### src/rtl/rest_pkg.sv
// shared constants for the rest mode control link and registers
package rest_pkg;
	localparam logic [6:0] REG_MODE_CONFIG = 7'h10;
	localparam logic [6:0] REG_CAPTURE = 7'h12;
	localparam logic [6:0] REG_FW_START = 7'h13;
	localparam logic [6:0] REG_RUN_IDLE = 7'h14;
	localparam logic [6:0] REG_L1_PERIOD = 7'h15;
	localparam logic [6:0] REG_L1_IDLE = 7'h16;
	localparam logic [6:0] REG_RES_X = 7'h0f;
	localparam logic [6:0] REG_RES_Y = 7'h2f;
	localparam logic [6:0] REG_STATUS = 7'h30;
	localparam logic [7:0] RST_MODE_CONFIG = 8'h00;
	localparam logic [7:0] RST_RUN_IDLE = 8'h32;
	localparam logic [7:0] RST_L1_PERIOD = 8'h01;
	localparam logic [7:0] RST_L1_IDLE = 8'h1f;
	localparam logic [7:0] RST_RES = 8'h12;
	localparam int CFG_FORCE_HI = 7;
	localparam int CFG_FORCE_LO = 6;
	localparam int CFG_REST_EN = 5;
	localparam int CFG_AUTO_GAIN_OFF = 4;
	localparam int CFG_FIXED_FRAME_RATE = 3;
	localparam int CFG_PER_AXIS = 2;
	localparam logic [7:0] CFG_WRITE_MASK = 8'hfc;
	localparam logic [7:0] CRC_TEST_CODE = 8'h15;
	localparam int WRITE_FLAG_BIT = 7;
	localparam int FRAME_BITS = 16;
	localparam int L1_IDLE_STEP = 16;
	localparam int L2_IDLE_STEP = 32;
	localparam int CLK_HZ = 125000000;
	localparam int RUN_TICK_MS = 10;
	localparam int RUN_TICK_CYCLES = CLK_HZ / 1000 * RUN_TICK_MS;
	localparam int CRC_WAIT_MS = 10;
	localparam int CRC_WAIT_CYCLES = CLK_HZ / 1000 * CRC_WAIT_MS;
	localparam logic [1:0] HOST_ADDR = 2'h0;
	localparam logic [1:0] HOST_DATA = 2'h1;
	localparam logic [1:0] HOST_CTRL = 2'h2;
	localparam logic [1:0] HOST_STATUS = 2'h3;
	typedef enum logic [1:0] {MODE_RUN, MODE_L1, MODE_L2, MODE_L3} mode_e;
endpackage

### src/rtl/rest_link_if.sv
// four-wire serial link between controller and sensor
interface rest_link_if;
	logic sclk;
	logic cs_b;
	logic mosi;
	logic miso;
	modport device(input sclk, input cs_b, input mosi, output miso);
	modport host(output sclk, output cs_b, output mosi, input miso);
endinterface

### src/rtl/rest_sensor.sv
// sensor end: serial register slave, power level sequencer, capture and firmware control
//
// The plain strobed port was decided locally.
module rest_sensor #(
	parameter int RUN_TICK = rest_pkg::RUN_TICK_CYCLES,
	parameter int CRC_BUSY_CYCLES = 1000,
	parameter logic [7:0] L2_PERIOD = 8'h09,
	parameter logic [7:0] L2_IDLE = 8'hbc,
	parameter logic [7:0] L3_PERIOD = 8'h31
) (
	input wire logic clk_i,
	input wire logic rst_b_i,
	rest_link_if.device lnk,
	input wire logic motion_i,
	input wire logic hib_clk_i,
	input wire logic frame_start_i,
	input wire logic [15:0] agc_exposure_i,
	input wire logic [15:0] exposure_limit_i,
	input wire logic [15:0] auto_period_i,
	input wire logic [15:0] period_limit_i,
	output logic [1:0] mode_o,
	output logic rest_frame_o,
	output logic [15:0] exposure_o,
	output logic [15:0] frame_period_o,
	output logic [5:0] res_x_o,
	output logic [5:0] res_y_o,
	output logic nav_en_o,
	output logic capture_o,
	output logic download_start_o,
	output logic crc_busy_o
);
	initial begin
		if (RUN_TICK < 2 || RUN_TICK >= 2 ** 21 || CRC_BUSY_CYCLES < 1 ||
			CRC_BUSY_CYCLES >= 2 ** 21) begin
			$error("rest_sensor: unsupported parameter value");
		end
	end

	typedef struct packed {
		logic sclk_s1, sclk_s2, sclk_d;
		logic cs_s1, cs_s2;
		logic mosi_s1, mosi_s2;
		logic hib_s1, hib_s2, hib_d;
		logic [4:0] bitcnt;
		logic [15:0] shreg;
		logic [7:0] tx;
		logic [7:0] cfg, run_idle, l1_per, l1_idle, cap, res_x, res_y;
		rest_pkg::mode_e mode;
		logic [20:0] tick;
		logic [7:0] run_cnt;
		logic [7:0] hcnt;
		logic [13:0] fcnt;
		logic frame;
		logic cap_pend, cap_lost, fw_loaded, crc_busy;
		logic [20:0] crc_cnt;
		logic capture, dl_start;
		logic [15:0] exposure, period;
	} state_s;

	state_s s_r, s_nxt;

	function automatic logic [7:0] reg_read(input state_s s, input logic [6:0] a);
		case (a)
			rest_pkg::REG_MODE_CONFIG: reg_read = s.cfg;
			rest_pkg::REG_CAPTURE: reg_read = s.cap;
			rest_pkg::REG_RUN_IDLE: reg_read = s.run_idle;
			rest_pkg::REG_L1_PERIOD: reg_read = s.l1_per;
			rest_pkg::REG_L1_IDLE: reg_read = s.l1_idle;
			rest_pkg::REG_RES_X: reg_read = s.res_x;
			rest_pkg::REG_RES_Y: reg_read = s.res_y;
			rest_pkg::REG_STATUS: reg_read = {3'h0, !s.cap_lost && !s.crc_busy,
				s.crc_busy, s.fw_loaded, s.mode};
			default: reg_read = 8'h00;
		endcase
	endfunction

	function automatic logic [7:0] level_period(input state_s s);
		case (s.mode)
			rest_pkg::MODE_L1: level_period = s.l1_per;
			rest_pkg::MODE_L2: level_period = L2_PERIOD;
			default: level_period = L3_PERIOD;
		endcase
	endfunction

	function automatic logic [13:0] level_idle(input state_s s);
		case (s.mode)
			rest_pkg::MODE_L1: level_idle = 14'(s.l1_idle) * 14'(rest_pkg::L1_IDLE_STEP);
			default: level_idle = 14'(L2_IDLE) * 14'(rest_pkg::L2_IDLE_STEP);
		endcase
	endfunction

	always_comb begin
		logic rise;
		logic fall;
		logic hib_tick;
		logic [15:0] sh;
		logic [1:0] force_sel;
		rest_pkg::mode_e forced;
		rise = 1'b0;
		fall = 1'b0;
		hib_tick = 1'b0;
		sh = 16'h0000;
		force_sel = 2'h0;
		forced = rest_pkg::MODE_RUN;
		s_nxt = s_r;
		s_nxt.sclk_s1 = lnk.sclk;
		s_nxt.sclk_s2 = s_r.sclk_s1;
		s_nxt.sclk_d = s_r.sclk_s2;
		s_nxt.cs_s1 = lnk.cs_b;
		s_nxt.cs_s2 = s_r.cs_s1;
		s_nxt.mosi_s1 = lnk.mosi;
		s_nxt.mosi_s2 = s_r.mosi_s1;
		s_nxt.hib_s1 = hib_clk_i;
		s_nxt.hib_s2 = s_r.hib_s1;
		s_nxt.hib_d = s_r.hib_s2;
		s_nxt.frame = 1'b0;
		s_nxt.capture = 1'b0;
		s_nxt.dl_start = 1'b0;
		rise = s_r.sclk_s2 && !s_r.sclk_d;
		fall = !s_r.sclk_s2 && s_r.sclk_d;
		hib_tick = s_r.hib_s2 && !s_r.hib_d;
		sh = {s_r.shreg[14:0], s_r.mosi_s2};

		// serial port is ignored while the crc check runs
		if (s_r.cs_s2 || s_r.crc_busy) begin
			s_nxt.bitcnt = 5'h00;
		end else if (rise) begin
			s_nxt.shreg = sh;
			s_nxt.bitcnt = s_r.bitcnt + 5'h01;
			if (s_r.bitcnt == 5'(rest_pkg::FRAME_BITS / 2 - 1)) begin
				s_nxt.tx = sh[rest_pkg::WRITE_FLAG_BIT] ? 8'h00 : reg_read(s_r, sh[6:0]);
			end
			if (s_r.bitcnt == 5'(rest_pkg::FRAME_BITS - 1) &&
				sh[8 + rest_pkg::WRITE_FLAG_BIT]) begin
				case (sh[14:8])
					rest_pkg::REG_MODE_CONFIG: s_nxt.cfg = sh[7:0] & rest_pkg::CFG_WRITE_MASK;
					rest_pkg::REG_RUN_IDLE: s_nxt.run_idle = sh[7:0];
					rest_pkg::REG_L1_PERIOD: s_nxt.l1_per = sh[7:0];
					rest_pkg::REG_L1_IDLE: s_nxt.l1_idle = sh[7:0];
					rest_pkg::REG_RES_X: s_nxt.res_x = sh[7:0];
					rest_pkg::REG_RES_Y: s_nxt.res_y = sh[7:0];
					rest_pkg::REG_CAPTURE: begin
						s_nxt.cap = sh[7:0];
						s_nxt.cap_pend = 1'b1;
					end
					rest_pkg::REG_FW_START: begin
						if (sh[7:0] == rest_pkg::CRC_TEST_CODE) begin
							if (s_r.fw_loaded) begin
								s_nxt.crc_busy = 1'b1;
								s_nxt.crc_cnt = 21'h000000;
							end
						end else begin
							s_nxt.dl_start = 1'b1;
							s_nxt.fw_loaded = 1'b1;
						end
					end
					default: begin
					end
				endcase
			end
		end else if (fall && s_r.bitcnt > 5'(rest_pkg::FRAME_BITS / 2)) begin
			s_nxt.tx = {s_r.tx[6:0], 1'b0};
		end

		if (s_r.crc_busy) begin
			s_nxt.crc_cnt = s_r.crc_cnt + 21'h000001;
			if (s_r.crc_cnt == 21'(CRC_BUSY_CYCLES - 1)) begin
				s_nxt.crc_busy = 1'b0;
			end
		end

		// capture overwrites firmware; only a reset clears the loss
		if (s_r.cap_pend && frame_start_i) begin
			s_nxt.cap_pend = 1'b0;
			s_nxt.capture = 1'b1;
			s_nxt.cap_lost = 1'b1;
			s_nxt.fw_loaded = 1'b0;
		end

		force_sel = s_r.cfg[rest_pkg::CFG_FORCE_HI:rest_pkg::CFG_FORCE_LO];
		case (force_sel)
			2'h1: forced = rest_pkg::MODE_L1;
			2'h2: forced = rest_pkg::MODE_L2;
			default: forced = rest_pkg::MODE_L3;
		endcase

		if (force_sel != 2'h0 && s_r.mode != forced) begin
			s_nxt.mode = forced;
			s_nxt.hcnt = 8'h00;
			s_nxt.fcnt = 14'h0000;
		end else if (s_r.mode == rest_pkg::MODE_RUN) begin
			if (motion_i || !s_r.cfg[rest_pkg::CFG_REST_EN]) begin
				s_nxt.tick = 21'h000000;
				s_nxt.run_cnt = 8'h00;
			end else if (s_r.run_cnt >= s_r.run_idle) begin
				s_nxt.mode = rest_pkg::MODE_L1;
				s_nxt.hcnt = 8'h00;
				s_nxt.fcnt = 14'h0000;
				s_nxt.tick = 21'h000000;
				s_nxt.run_cnt = 8'h00;
			end else if (s_r.tick == 21'(RUN_TICK - 1)) begin
				s_nxt.tick = 21'h000000;
				s_nxt.run_cnt = s_r.run_cnt + 8'h01;
			end else begin
				s_nxt.tick = s_r.tick + 21'h000001;
			end
		end else if (force_sel == 2'h0 && (motion_i || !s_r.cfg[rest_pkg::CFG_REST_EN])) begin
			s_nxt.mode = rest_pkg::MODE_RUN;
			s_nxt.tick = 21'h000000;
			s_nxt.run_cnt = 8'h00;
		end else if (hib_tick) begin
			if (s_r.hcnt >= level_period(s_r)) begin
				s_nxt.hcnt = 8'h00;
				s_nxt.frame = 1'b1;
				s_nxt.fcnt = s_r.fcnt + 14'h0001;
				if (force_sel == 2'h0 && s_r.mode != rest_pkg::MODE_L3 &&
					s_r.fcnt + 14'h0001 >= level_idle(s_r)) begin
					s_nxt.mode = (s_r.mode == rest_pkg::MODE_L1) ? rest_pkg::MODE_L2 :
						rest_pkg::MODE_L3;
					s_nxt.fcnt = 14'h0000;
				end
			end else begin
				s_nxt.hcnt = s_r.hcnt + 8'h01;
			end
		end

		s_nxt.exposure = s_r.cfg[rest_pkg::CFG_AUTO_GAIN_OFF] ? exposure_limit_i :
			agc_exposure_i;
		s_nxt.period = s_r.cfg[rest_pkg::CFG_FIXED_FRAME_RATE] ? period_limit_i :
			auto_period_i;
	end

	always_ff @(posedge clk_i or negedge rst_b_i) begin
		if (!rst_b_i) begin
			s_r <= '0;
			s_r.sclk_s1 <= 1'b1;
			s_r.sclk_s2 <= 1'b1;
			s_r.sclk_d <= 1'b1;
			s_r.cs_s1 <= 1'b1;
			s_r.cs_s2 <= 1'b1;
			s_r.cfg <= rest_pkg::RST_MODE_CONFIG;
			s_r.run_idle <= rest_pkg::RST_RUN_IDLE;
			s_r.l1_per <= rest_pkg::RST_L1_PERIOD;
			s_r.l1_idle <= rest_pkg::RST_L1_IDLE;
			s_r.res_x <= rest_pkg::RST_RES;
			s_r.res_y <= rest_pkg::RST_RES;
			s_r.mode <= rest_pkg::MODE_RUN;
		end else begin
			s_r <= s_nxt;
		end
	end

	assign lnk.miso = s_r.tx[7];
	assign mode_o = s_r.mode;
	assign rest_frame_o = s_r.frame;
	assign exposure_o = s_r.exposure;
	assign frame_period_o = s_r.period;
	assign res_x_o = s_r.res_x[5:0];
	assign res_y_o = s_r.cfg[rest_pkg::CFG_PER_AXIS] ? s_r.res_y[5:0] : s_r.res_x[5:0];
	assign nav_en_o = !s_r.cap_lost && !s_r.crc_busy;
	assign capture_o = s_r.capture;
	assign download_start_o = s_r.dl_start;
	assign crc_busy_o = s_r.crc_busy;
endmodule

### src/flat_wrapper.sv
// flat-port wrapper written by rule: the top's interface ports become plain ports
module rest_sensor_flat 
#(
	parameter int RUN_TICK = rest_pkg::RUN_TICK_CYCLES,
	parameter int CRC_BUSY_CYCLES = 1000,
	parameter logic [7:0] L2_PERIOD = 8'h09,
	parameter logic [7:0] L2_IDLE = 8'hbc,
	parameter logic [7:0] L3_PERIOD = 8'h31
)
  (clk_i, rst_b_i, motion_i, hib_clk_i, frame_start_i, agc_exposure_i, exposure_limit_i, auto_period_i, period_limit_i, mode_o, rest_frame_o, exposure_o, frame_period_o, res_x_o, res_y_o, nav_en_o, capture_o, download_start_o, crc_busy_o, lnk_sclk, lnk_cs_b, lnk_mosi, lnk_miso);
  rest_link_if lnk_i ();
  input wire logic clk_i;
  input wire logic rst_b_i;
  input wire logic motion_i;
  input wire logic hib_clk_i;
  input wire logic frame_start_i;
  input wire logic [15:0] agc_exposure_i;
  input wire logic [15:0] exposure_limit_i;
  input wire logic [15:0] auto_period_i;
  input wire logic [15:0] period_limit_i;
  output logic [1:0] mode_o;
  output logic rest_frame_o;
  output logic [15:0] exposure_o;
  output logic [15:0] frame_period_o;
  output logic [5:0] res_x_o;
  output logic [5:0] res_y_o;
  output logic nav_en_o;
  output logic capture_o;
  output logic download_start_o;
  output logic crc_busy_o;
  input wire logic [$bits(lnk_i.sclk)-1:0] lnk_sclk;
  input wire logic [$bits(lnk_i.cs_b)-1:0] lnk_cs_b;
  input wire logic [$bits(lnk_i.mosi)-1:0] lnk_mosi;
  output wire logic [$bits(lnk_i.miso)-1:0] lnk_miso;
  assign lnk_i.sclk = lnk_sclk;
  assign lnk_i.cs_b = lnk_cs_b;
  assign lnk_i.mosi = lnk_mosi;
  assign lnk_miso = lnk_i.miso;
  rest_sensor #(.RUN_TICK(RUN_TICK), .CRC_BUSY_CYCLES(CRC_BUSY_CYCLES), .L2_PERIOD(L2_PERIOD), .L2_IDLE(L2_IDLE), .L3_PERIOD(L3_PERIOD)) u_core (.clk_i(clk_i), .rst_b_i(rst_b_i), .lnk(lnk_i), .motion_i(motion_i), .hib_clk_i(hib_clk_i), .frame_start_i(frame_start_i), .agc_exposure_i(agc_exposure_i), .exposure_limit_i(exposure_limit_i), .auto_period_i(auto_period_i), .period_limit_i(period_limit_i), .mode_o(mode_o), .rest_frame_o(rest_frame_o), .exposure_o(exposure_o), .frame_period_o(frame_period_o), .res_x_o(res_x_o), .res_y_o(res_y_o), .nav_en_o(nav_en_o), .capture_o(capture_o), .download_start_o(download_start_o), .crc_busy_o(crc_busy_o));
endmodule
### config.mk
export PLATFORM = sky130hd
export DESIGN_NAME = rest_sensor_flat
export DESIGN_NICKNAME = d
export VERILOG_FILES = /design/src/rtl/rest_pkg.sv /design/src/rtl/rest_link_if.sv /design/src/rtl/rest_sensor.sv /design/src/flat_wrapper.sv
export SDC_FILE = /design/constraint.sdc
export NUM_CORES = 1
export LEC_CHECK = 0
export ABC_CLOCK_PERIOD_IN_PS = 4200
export BUFFER_PORTS_ARGS = -buffer_cell sky130_fd_sc_hd__buf_2
export CORE_ASPECT_RATIO = 1.2
export CORE_MARGIN = 5
export CORE_UTILIZATION = 40
export CTS_CLUSTER_DIAMETER = 80
export CTS_CLUSTER_SIZE = 30
export DETAILED_ROUTE_END_ITERATION = 6
export PLACE_DENSITY = 0.62
export SETUP_SLACK_MARGIN = 0.2
export SYNTH_ARGS = -nofsm -noshare
export SYNTH_HDL_FRONTEND = slang
export SYNTH_SLANG_ARGS = --single-unit
### constraint.sdc
create_clock -name clk_i -period 4.2 [get_ports clk_i]
set_input_delay 0.21 -clock clk_i [delete_from_list [all_inputs] [get_ports clk_i]]
set_output_delay 0.21 -clock clk_i [all_outputs]
set_load 0.01 [all_outputs]
# Word-level counts from Yosys, hierarchy flattened

Cells that the tools add are included.
Widths: inputs -> output; s select.

Bits in registers: 206
Latch bits: 0
Bits in writable memories: 0
ROM bits: 0
Bits of input ports: 72
Output and inout bits: 52
Word-level logic and storage cells: 204
Memories kept: 0

Add/sub/neg operators: 6
$mul: 0
Divide/modulo/power cells: 0
Magnitude comparators: 4
Eq/ne operators: 35
Shifts and indexed selects: 0
Multiplexer cells: 66
Bitwise operators: 2
Reduce and logical (&&, ||, !) cells: 56

Operators with widths:

| kind                  | count |
|---|---|
| $mux 23               | 6 |
| $mux 22               | 6 |
| $mux 29               | 3 |
| $mux 14               | 6 |
| $mux 8                | 10 |
| $eq 7x5->1 const B    | 11 |
| $pmux 8 s8            | 1 |
| $mux 53               | 1 |
| $add 21x1->21 const B | 2 |
| $mux 21               | 2 |
| $reduce_and 4->1      | 9 |
| $mux 16               | 2 |
| $reduce_bool 2->1     | 13 |
| $eq 21x10->1 const B  | 1 |
| $eq 21x21->1 const B  | 1 |
| $eq 7x6->1 const B    | 3 |
| $add 8x1->8 const B   | 2 |
| $ge 8x8->1            | 2 |
| $pmux 8 s2            | 1 |
| $mux 1                | 15 |
| $mux 15               | 1 |
| $reduce_and 5->1      | 3 |
| $add 14x1->14 const B | 1 |
| $eq 7x4->1 const B    | 2 |
| 30 further kinds      | 65 |

# Logic depth before layout (Yosys ltp)

Word-level depth: 20
Mapped depth: 15
Gate-level depth less buffers: 13

# Worst setup path after synthesis

Ideal clock, no wire load.

Path kind: register to register
Start point: reg u_core.s_r[60] (netlist name)
End point: reg u_core.s_r[73] (netlist name)
Setup time: 0.087 ns
Arrival: 2.984 ns
Data required time: 4.113 ns
Path slack: 1.130 ns
Stages on the path, launching flop included: 14
Path buffers: 1
Period minus slack after synthesis: 3.070 ns
Cells stage by stage: dfrtp_1 > and3_1 > and3_1 > and3_1 > nor2b_1 > or2_2 > ha_1 > and2_1 > a221oi_1 > nand3_1 > o21ai_1 > buf_2 > nand2_1 > o211ai_1

Longest elaborated chain between the ends: 9

Ends and longest elaborated chain:

| element                  | RTL line                               | source |
|---|---|---|
| start: declaration       | rest_sensor.sv:60                      | `state_s s_r, s_nxt;` |
| start signal: assignment | rest_sensor.sv:249                     | `s_r <= s_nxt;` |
| $add 14x1->14 (*)        | rest_sensor.sv:215, rest_sensor.sv:217 |  |
| $ge 14x14->1             | rest_sensor.sv:217                     | `s_r.fcnt + 14'h0001 >= level_idle(s_r)) begin` |
| $logic_and 1x1->1        | rest_sensor.sv:216                     | `if (force_sel == 2'h0 && s_r.mode != rest_pkg::MODE_L3 &&` |
| $mux 14 (*)              | rest_sensor.sv:216                     |  |
| $mux 15 (*)              | rest_sensor.sv:212                     | `if (s_r.hcnt >= level_period(s_r)) begin` |
| $mux 23 (*)              | rest_sensor.sv:211                     | `end else if (hib_tick) begin` |
| $mux 23 (*)              | rest_sensor.sv:207                     | `end else if (force_sel == 2'h0 && (motion_i \|\| !s_r.cfg[rest_pkg::CFG_REST_EN])) begin` |
| $mux 53 (*)              | rest_sensor.sv:191                     | `end else if (s_r.mode == rest_pkg::MODE_RUN) begin` |
| $mux 22 (*)              | rest_sensor.sv:187                     | `if (force_sel != 2'h0 && s_r.mode != forced) begin` |

Every way passes the cells marked *; elsewhere a longest branch is shown, timed or not. The select of a mux whose other input is x is not followed.
A chain may end at the register's enable or synchronous reset.

# Worst setup path after layout

Start point: reg u_core.s_r, in the netlist u_core.mode_o[1]
End point: reg u_core.s_r[73] (netlist name)

Longest elaborated chain between the ends: 15
Elaborated cells on any way between the ends: 33
Those cells by class: 2 x order compare; 7 x eq/ne; 17 x mux; 7 x reduce/logical

Ends and longest elaborated chain:

| element           | RTL line                             | source |
|---|---|---|
| $eq 2x1->1        | rest_sensor.sv:78, rest_sensor.sv:86 |  |
| $mux 13           | rest_sensor.sv:86                    | `case (s.mode)` |
| $mux 14           | rest_sensor.sv:212                   |  |
| $mux 14           | rest_sensor.sv:211                   |  |
| $mux 14           | rest_sensor.sv:207                   |  |
| $mux 14           | rest_sensor.sv:191                   |  |
| $mux 14           | rest_sensor.sv:187                   |  |
| $ge 14x14->1      | rest_sensor.sv:217                   |  |
| $logic_and 1x1->1 | rest_sensor.sv:216                   |  |
| $mux 14           | rest_sensor.sv:216                   |  |
| $mux 15           | rest_sensor.sv:212                   |  |
| $mux 23           | rest_sensor.sv:211                   |  |
| $mux 23           | rest_sensor.sv:207                   |  |
| $mux 53           | rest_sensor.sv:191                   |  |
| $mux 22           | rest_sensor.sv:187                   |  |

Several ways; a longest one is shown, not always the timed one. The select of a mux whose other input is x is not followed.

==> impl.org <==
** Timing
- Static timing analysis puts the maximum clock frequency at about 0.30 GHz.
- In this run the tightest slew margin relative to its limit is roughly 42%.
- Setup slack on the critical path of the routed design comes to 0.847 ns.
- Pin slew with the least headroom to its limit :: between 0.8 and 0.9 ns
- Number of max-slew violations in the final report :: 0
- The worst path uses between 70 and 80% of the clock period.
- Worst Skew :: roughly 0.032 ns
- Finish-stage setup viols :: 0
- Final critical path time including I/O delays and setup :: 3.35 ns
- Post-Route Setup TNS :: 0 ns
- Setup repair after global routing left no endpoint under its margin.
- The number of hold violations in the final report was 0.

** Clock tree
- Total CTS buffers :: 14
- TritonCTS built the clock tree.
- Number of H-tree levels :: 1
- Number of buffers on the longest clock path :: 3
- Number of gates resized after CTS :: 0
- Clock latency on the worst-skew pair :: roughly 0.50 ns
- Clock sink count :: 205
- Clock-pin slew was measured on the worst setup and hold paths at about 0.10 ns.
- Root buffer cell :: sky130_fd_sc_hd__clkbuf_16
- The number of hold buffers added after CTS was 70.
- Post-CTS repair timing setup buffer count :: 0

** Floorplan
- During I/O placement, the number of pins put on the boundary was 124.
- The die covers between 30,000 and 40,000 sq um.
- Core Region :: between 20,000 and 30,000 sq um
- After floorplanning, the core was divided into 65 placement rows.
- Horizontal die dimension :: 159 microns
- Once the floorplan was initialized, standard cells occupied about two fifths of the core.
- From bottom edge to top edge, the die measures around 190 microns.

** Yosys
- After synthesis, the share of flip-flops with an asynchronous set or reset is 100%.
- For this run, the leading register cell type out of synthesis is sky130_fd_sc_hd__dfrtp_1.
- Synthesis inferred between 200 and 250 register bits.
- Synthesized netlist cell count :: between 1,000 and 1,500
- Syn Area/Cell :: around 11 sq um
- Count of distinct cell types in the synthesized netlist :: slightly below 70
- The synthesized netlist occupies a cell area of 10,700 sq um.
- For this run, the number of Yosys warnings is 0.
- Number of nets in the synthesized netlist :: around 1,100
- Post-synth EDFFs :: 0
- Sequential element share of the synthesized area :: around half

** Critical path
- Grouping stages by cell kind, the critical path spends the most delay in compound AO/OA/AOI/OAI gates.
- Class of the most critical setup path :: flip-flop to flip-flop
- STA puts the critical path data arrival time at ~3.8 ns.
- Bufs and invs on worst path :: 1
- On the critical path, the stage with the largest delay is an instance of sky130_fd_sc_hd__and3_1.
- STA classifies the critical path endpoint as a flip-flop.
- Critical path fanouts, max :: 18
- The critical path goes through inv_1 -> ha_1 -> a21o_1 -> nand2_1 -> ha_1 -> o21a_1 -> nor2_1 -> o31ai_1 -> and3_1 -> nand2_1 -> o211ai_1.
- Worst Path Required :: between 4 and 5 ns
- Element type at the critical path start :: flip-flop
- Largest stage delay, worst path :: around 0.63 ns

** Placed design
- In this run the tool buffered the top-level ports with about 120 buffer cells.
- After detailed placement, the design holds a cell count of roughly 1,400.
- At the placement stage, the worst setup path has a slack of around 0.85 ns.
- Summing all placed instances gives a cell area of 11,400 sq um.
- DPL Wire Length :: between 15,000 and 20,000 microns
- Routability-driven placement finished with a final weighted congestion of between 0.8 and 0.9.

** Detailed routing
- Wire length per cell :: roughly 17 microns
- Before antenna repair, the detailed router went through 4 iterations.
- Wires add up to approximately 25,000 microns.
- The detailed router placed between 7,000 and 8,000 vias in this run.
- Remaining number of nets flagged by the antenna check after routing :: 0
- Number of remaining DRC errors :: 0
- Average vias per placed instance :: roughly 5.2
- DR iter-0 viols :: 384

** Layout
- Most frequent cells in the layout :: sky130_fd_sc_hd__dfrtp_1 (187), sky130_fd_sc_hd__buf_2 (122), sky130_fd_sc_hd__mux2_2 (105), sky130_fd_sc_hd__nand2_1 (86), sky130_fd_sc_hd__nor2_1 (85)
- The library cell used most frequently in the layout, excluding fill and tap cells, is sky130_fd_sc_hd__dfrtp_1.
- The finished layout holds roughly 1,500 standard cells, fillers aside.
- Fill cells in the final layout number 2,466.
- In the final layout, flip-flops and latches occupy between 5000 and 6000 sq um.
- Net count, final :: between 1,000 and 1,500
- 0 antenna diodes ended up in the layout.
- Fraction of layout instances using a drive strength above 1 :: 25.8%
- The finished cells cover about 13,000 sq um.
- From synthesis to final layout, the design area changed by 17.2%.
- The multi-input combinational cells in the finished layout cover a total of between 5000 and 6000 sq um.

** Power and ir drop
- Cell leakage power :: a little under 6 nW
- Power spread over the standard cell area amounts to 323 nW/um^2.
- The worst-case IR drop observed on VDD is about 0.00031 V.

** Global routing
- The number of global-route vias before repair was around 8,000.
- Entering global routing, the biggest net connects between 90 and 100 pins.
- Antenna violations before repair :: 0
- Across every metal layer, demand over resource in global routing totals between 15 and 20%.
- Wire length of the first global-routing pass :: approximately 41,000 microns
- The total overflow left after global routing is 0.

** Min path
- Hold Path Class :: input port to flip-flop

** Outcome
- The flow ran to the end, and the final reports show no timing, DRC or antenna violations.

** Run
- Max_cap viols :: 0
==> area by class of cell <==
type	instances	area share [%]
inverter	24	0.717
tap	335	3.33
clock buffer	16	3.02
multi-input combinational	697	39.8
clock inverter	8	1.05
timing repair buffer	201	11.1
sequential	205	41.0
==> worst paths after layout <==
| path | end | start | slack (ns) | cells after the start |
|---|---|---|---|---|
| setup / recovery | u_core.s_r[73]$_DFFE_PN0P_ | u_core.mode_o[1]$_DFFE_PN0P_ | 0.85 | 11 |
| hold / removal | u_core.mode_o[0]$_DFFE_PN0P_ | motion_i | 0.20 | 4 |
| setup reg to reg | u_core.s_r[73]$_DFFE_PN0P_ | u_core.mode_o[1]$_DFFE_PN0P_ | 0.85 | 11 |
| hold reg to reg | u_core.s_r[201]$_DFF_PN0_ | u_core.s_nxt[201]$_DFF_PN0_ | 0.36 | 0 |
| max in group asynchronous | u_core.s_nxt[205]$_DFF_PN1_ | rst_b_i | 2.90 | 3 |
| min in group asynchronous | u_core.s_r[101]$_DFFE_PN0P_ | rst_b_i | 0.30 | 2 |
==> layer usage <==
layer,GRT usage (%),share of wire (%),wire (microns)
met3,2.92,4.5,1110
met1,21.4,44,10700
met5,0,0,0
met4,3.97,2.1,508
met2,27.9,50,12200
==> report_power, final <==
part	leakage, nW	total (mW)	internal [mW]	switching [mW]
Sequential	2.69	2.14	2.04	0.109
Combinational	2.85	0.392	0.192	0.200
Clock	0.244	1.52	0.717	0.804
Total	5.79	4.06	2.94	1.11
==> cell families (layout without fill, tap and decap cells) <==
logic type | Yosys count | in the layout | synth area share, %
xor gates and xnor gates | 45 | 45 | 3.68
muxes | 130 | 130 | 13.4
AOI/OAI and AO/OA | 138 | 138 | 8.33
DFF | 205 | 205 | 48.1
and+or+nand+nor | 346 | 346 | 16.8
buffers and inverters | 108 | 249 | 5.31
adders and majority gates | 38 | 38 | 4.43
==> worst register-to-register path, delay by kind of cell, from the launching register on <==
kind	cells	cell delay (ns)
AO/OA/AOI/OAI	4	0.94
adder cells (fa/ha/maj)	2	0.77
buffers and inverters	1	0.16
flip-flops	1	0.47
AND/OR/NAND/NOR	4	0.89
==> state kept, by name, indices dropped and copies added (netlist names) <==
name and cells:
u_core.s_nxt 6, u_core.crc_busy_o 1, u_core.s_r 154, u_core.mode_o 2, u_core.rest_frame_o 1, u_core.res_x_o 6, u_core.lnk.miso 1, u_core.download_start_o 1
u_core.capture_o 1, u_core.frame_period_o 16, u_core.exposure_o 16
==> per-stage QoR <==
step | hold WS, ns | utilization, % | power, mW
floorplan | -0.0856 | - | 2.38
CTS | 0.180 | 47.7 | 4.12
global route | 0.228 | 47.7 | 4.25
finish | 0.200 | 47.7 | 4.06
detailed placement | 0.316 | 43.1 | 2.52
global placement | 0.315 | 43.1 | 2.52
==> Yosys cell counts, drive strengths merged (3+ instances only) <==
cell type,count,area share [%]
dfrtp,187,44
mux2,105,11
nand2,86,3.0
nor2,85,3.0
o21ai,53,2.5
buf,51,3.3
ha,38,4.4
xor2,34,2.8
clkbuf,33,1.2
nand3,33,1.6
mux2i,25,2.3
a21oi,24,1.2
inv,24,0.84
and3,23,1.3
nand4,20,1.2
dfstp,18,4.4
nor2b,18,1.1
nor3,16,0.85
nand2b,14,0.82
xnor2,11,0.90
nor4,9,0.58
o31ai,9,0.63
a2111oi,6,0.49
a31oi,6,0.41
a32o,6,0.56
and2,6,0.35
o211ai,6,0.42
a211oi,5,0.35
nor4b,5,0.55
or2,5,0.29
nand3b,4,0.28
nor3b,4,0.49
or3,4,0.28
and4,3,0.25
o21a,3,0.21
o22ai,3,0.18
or3b,3,0.27
or4,3,0.21
Power figures use the tool's default switching activity.
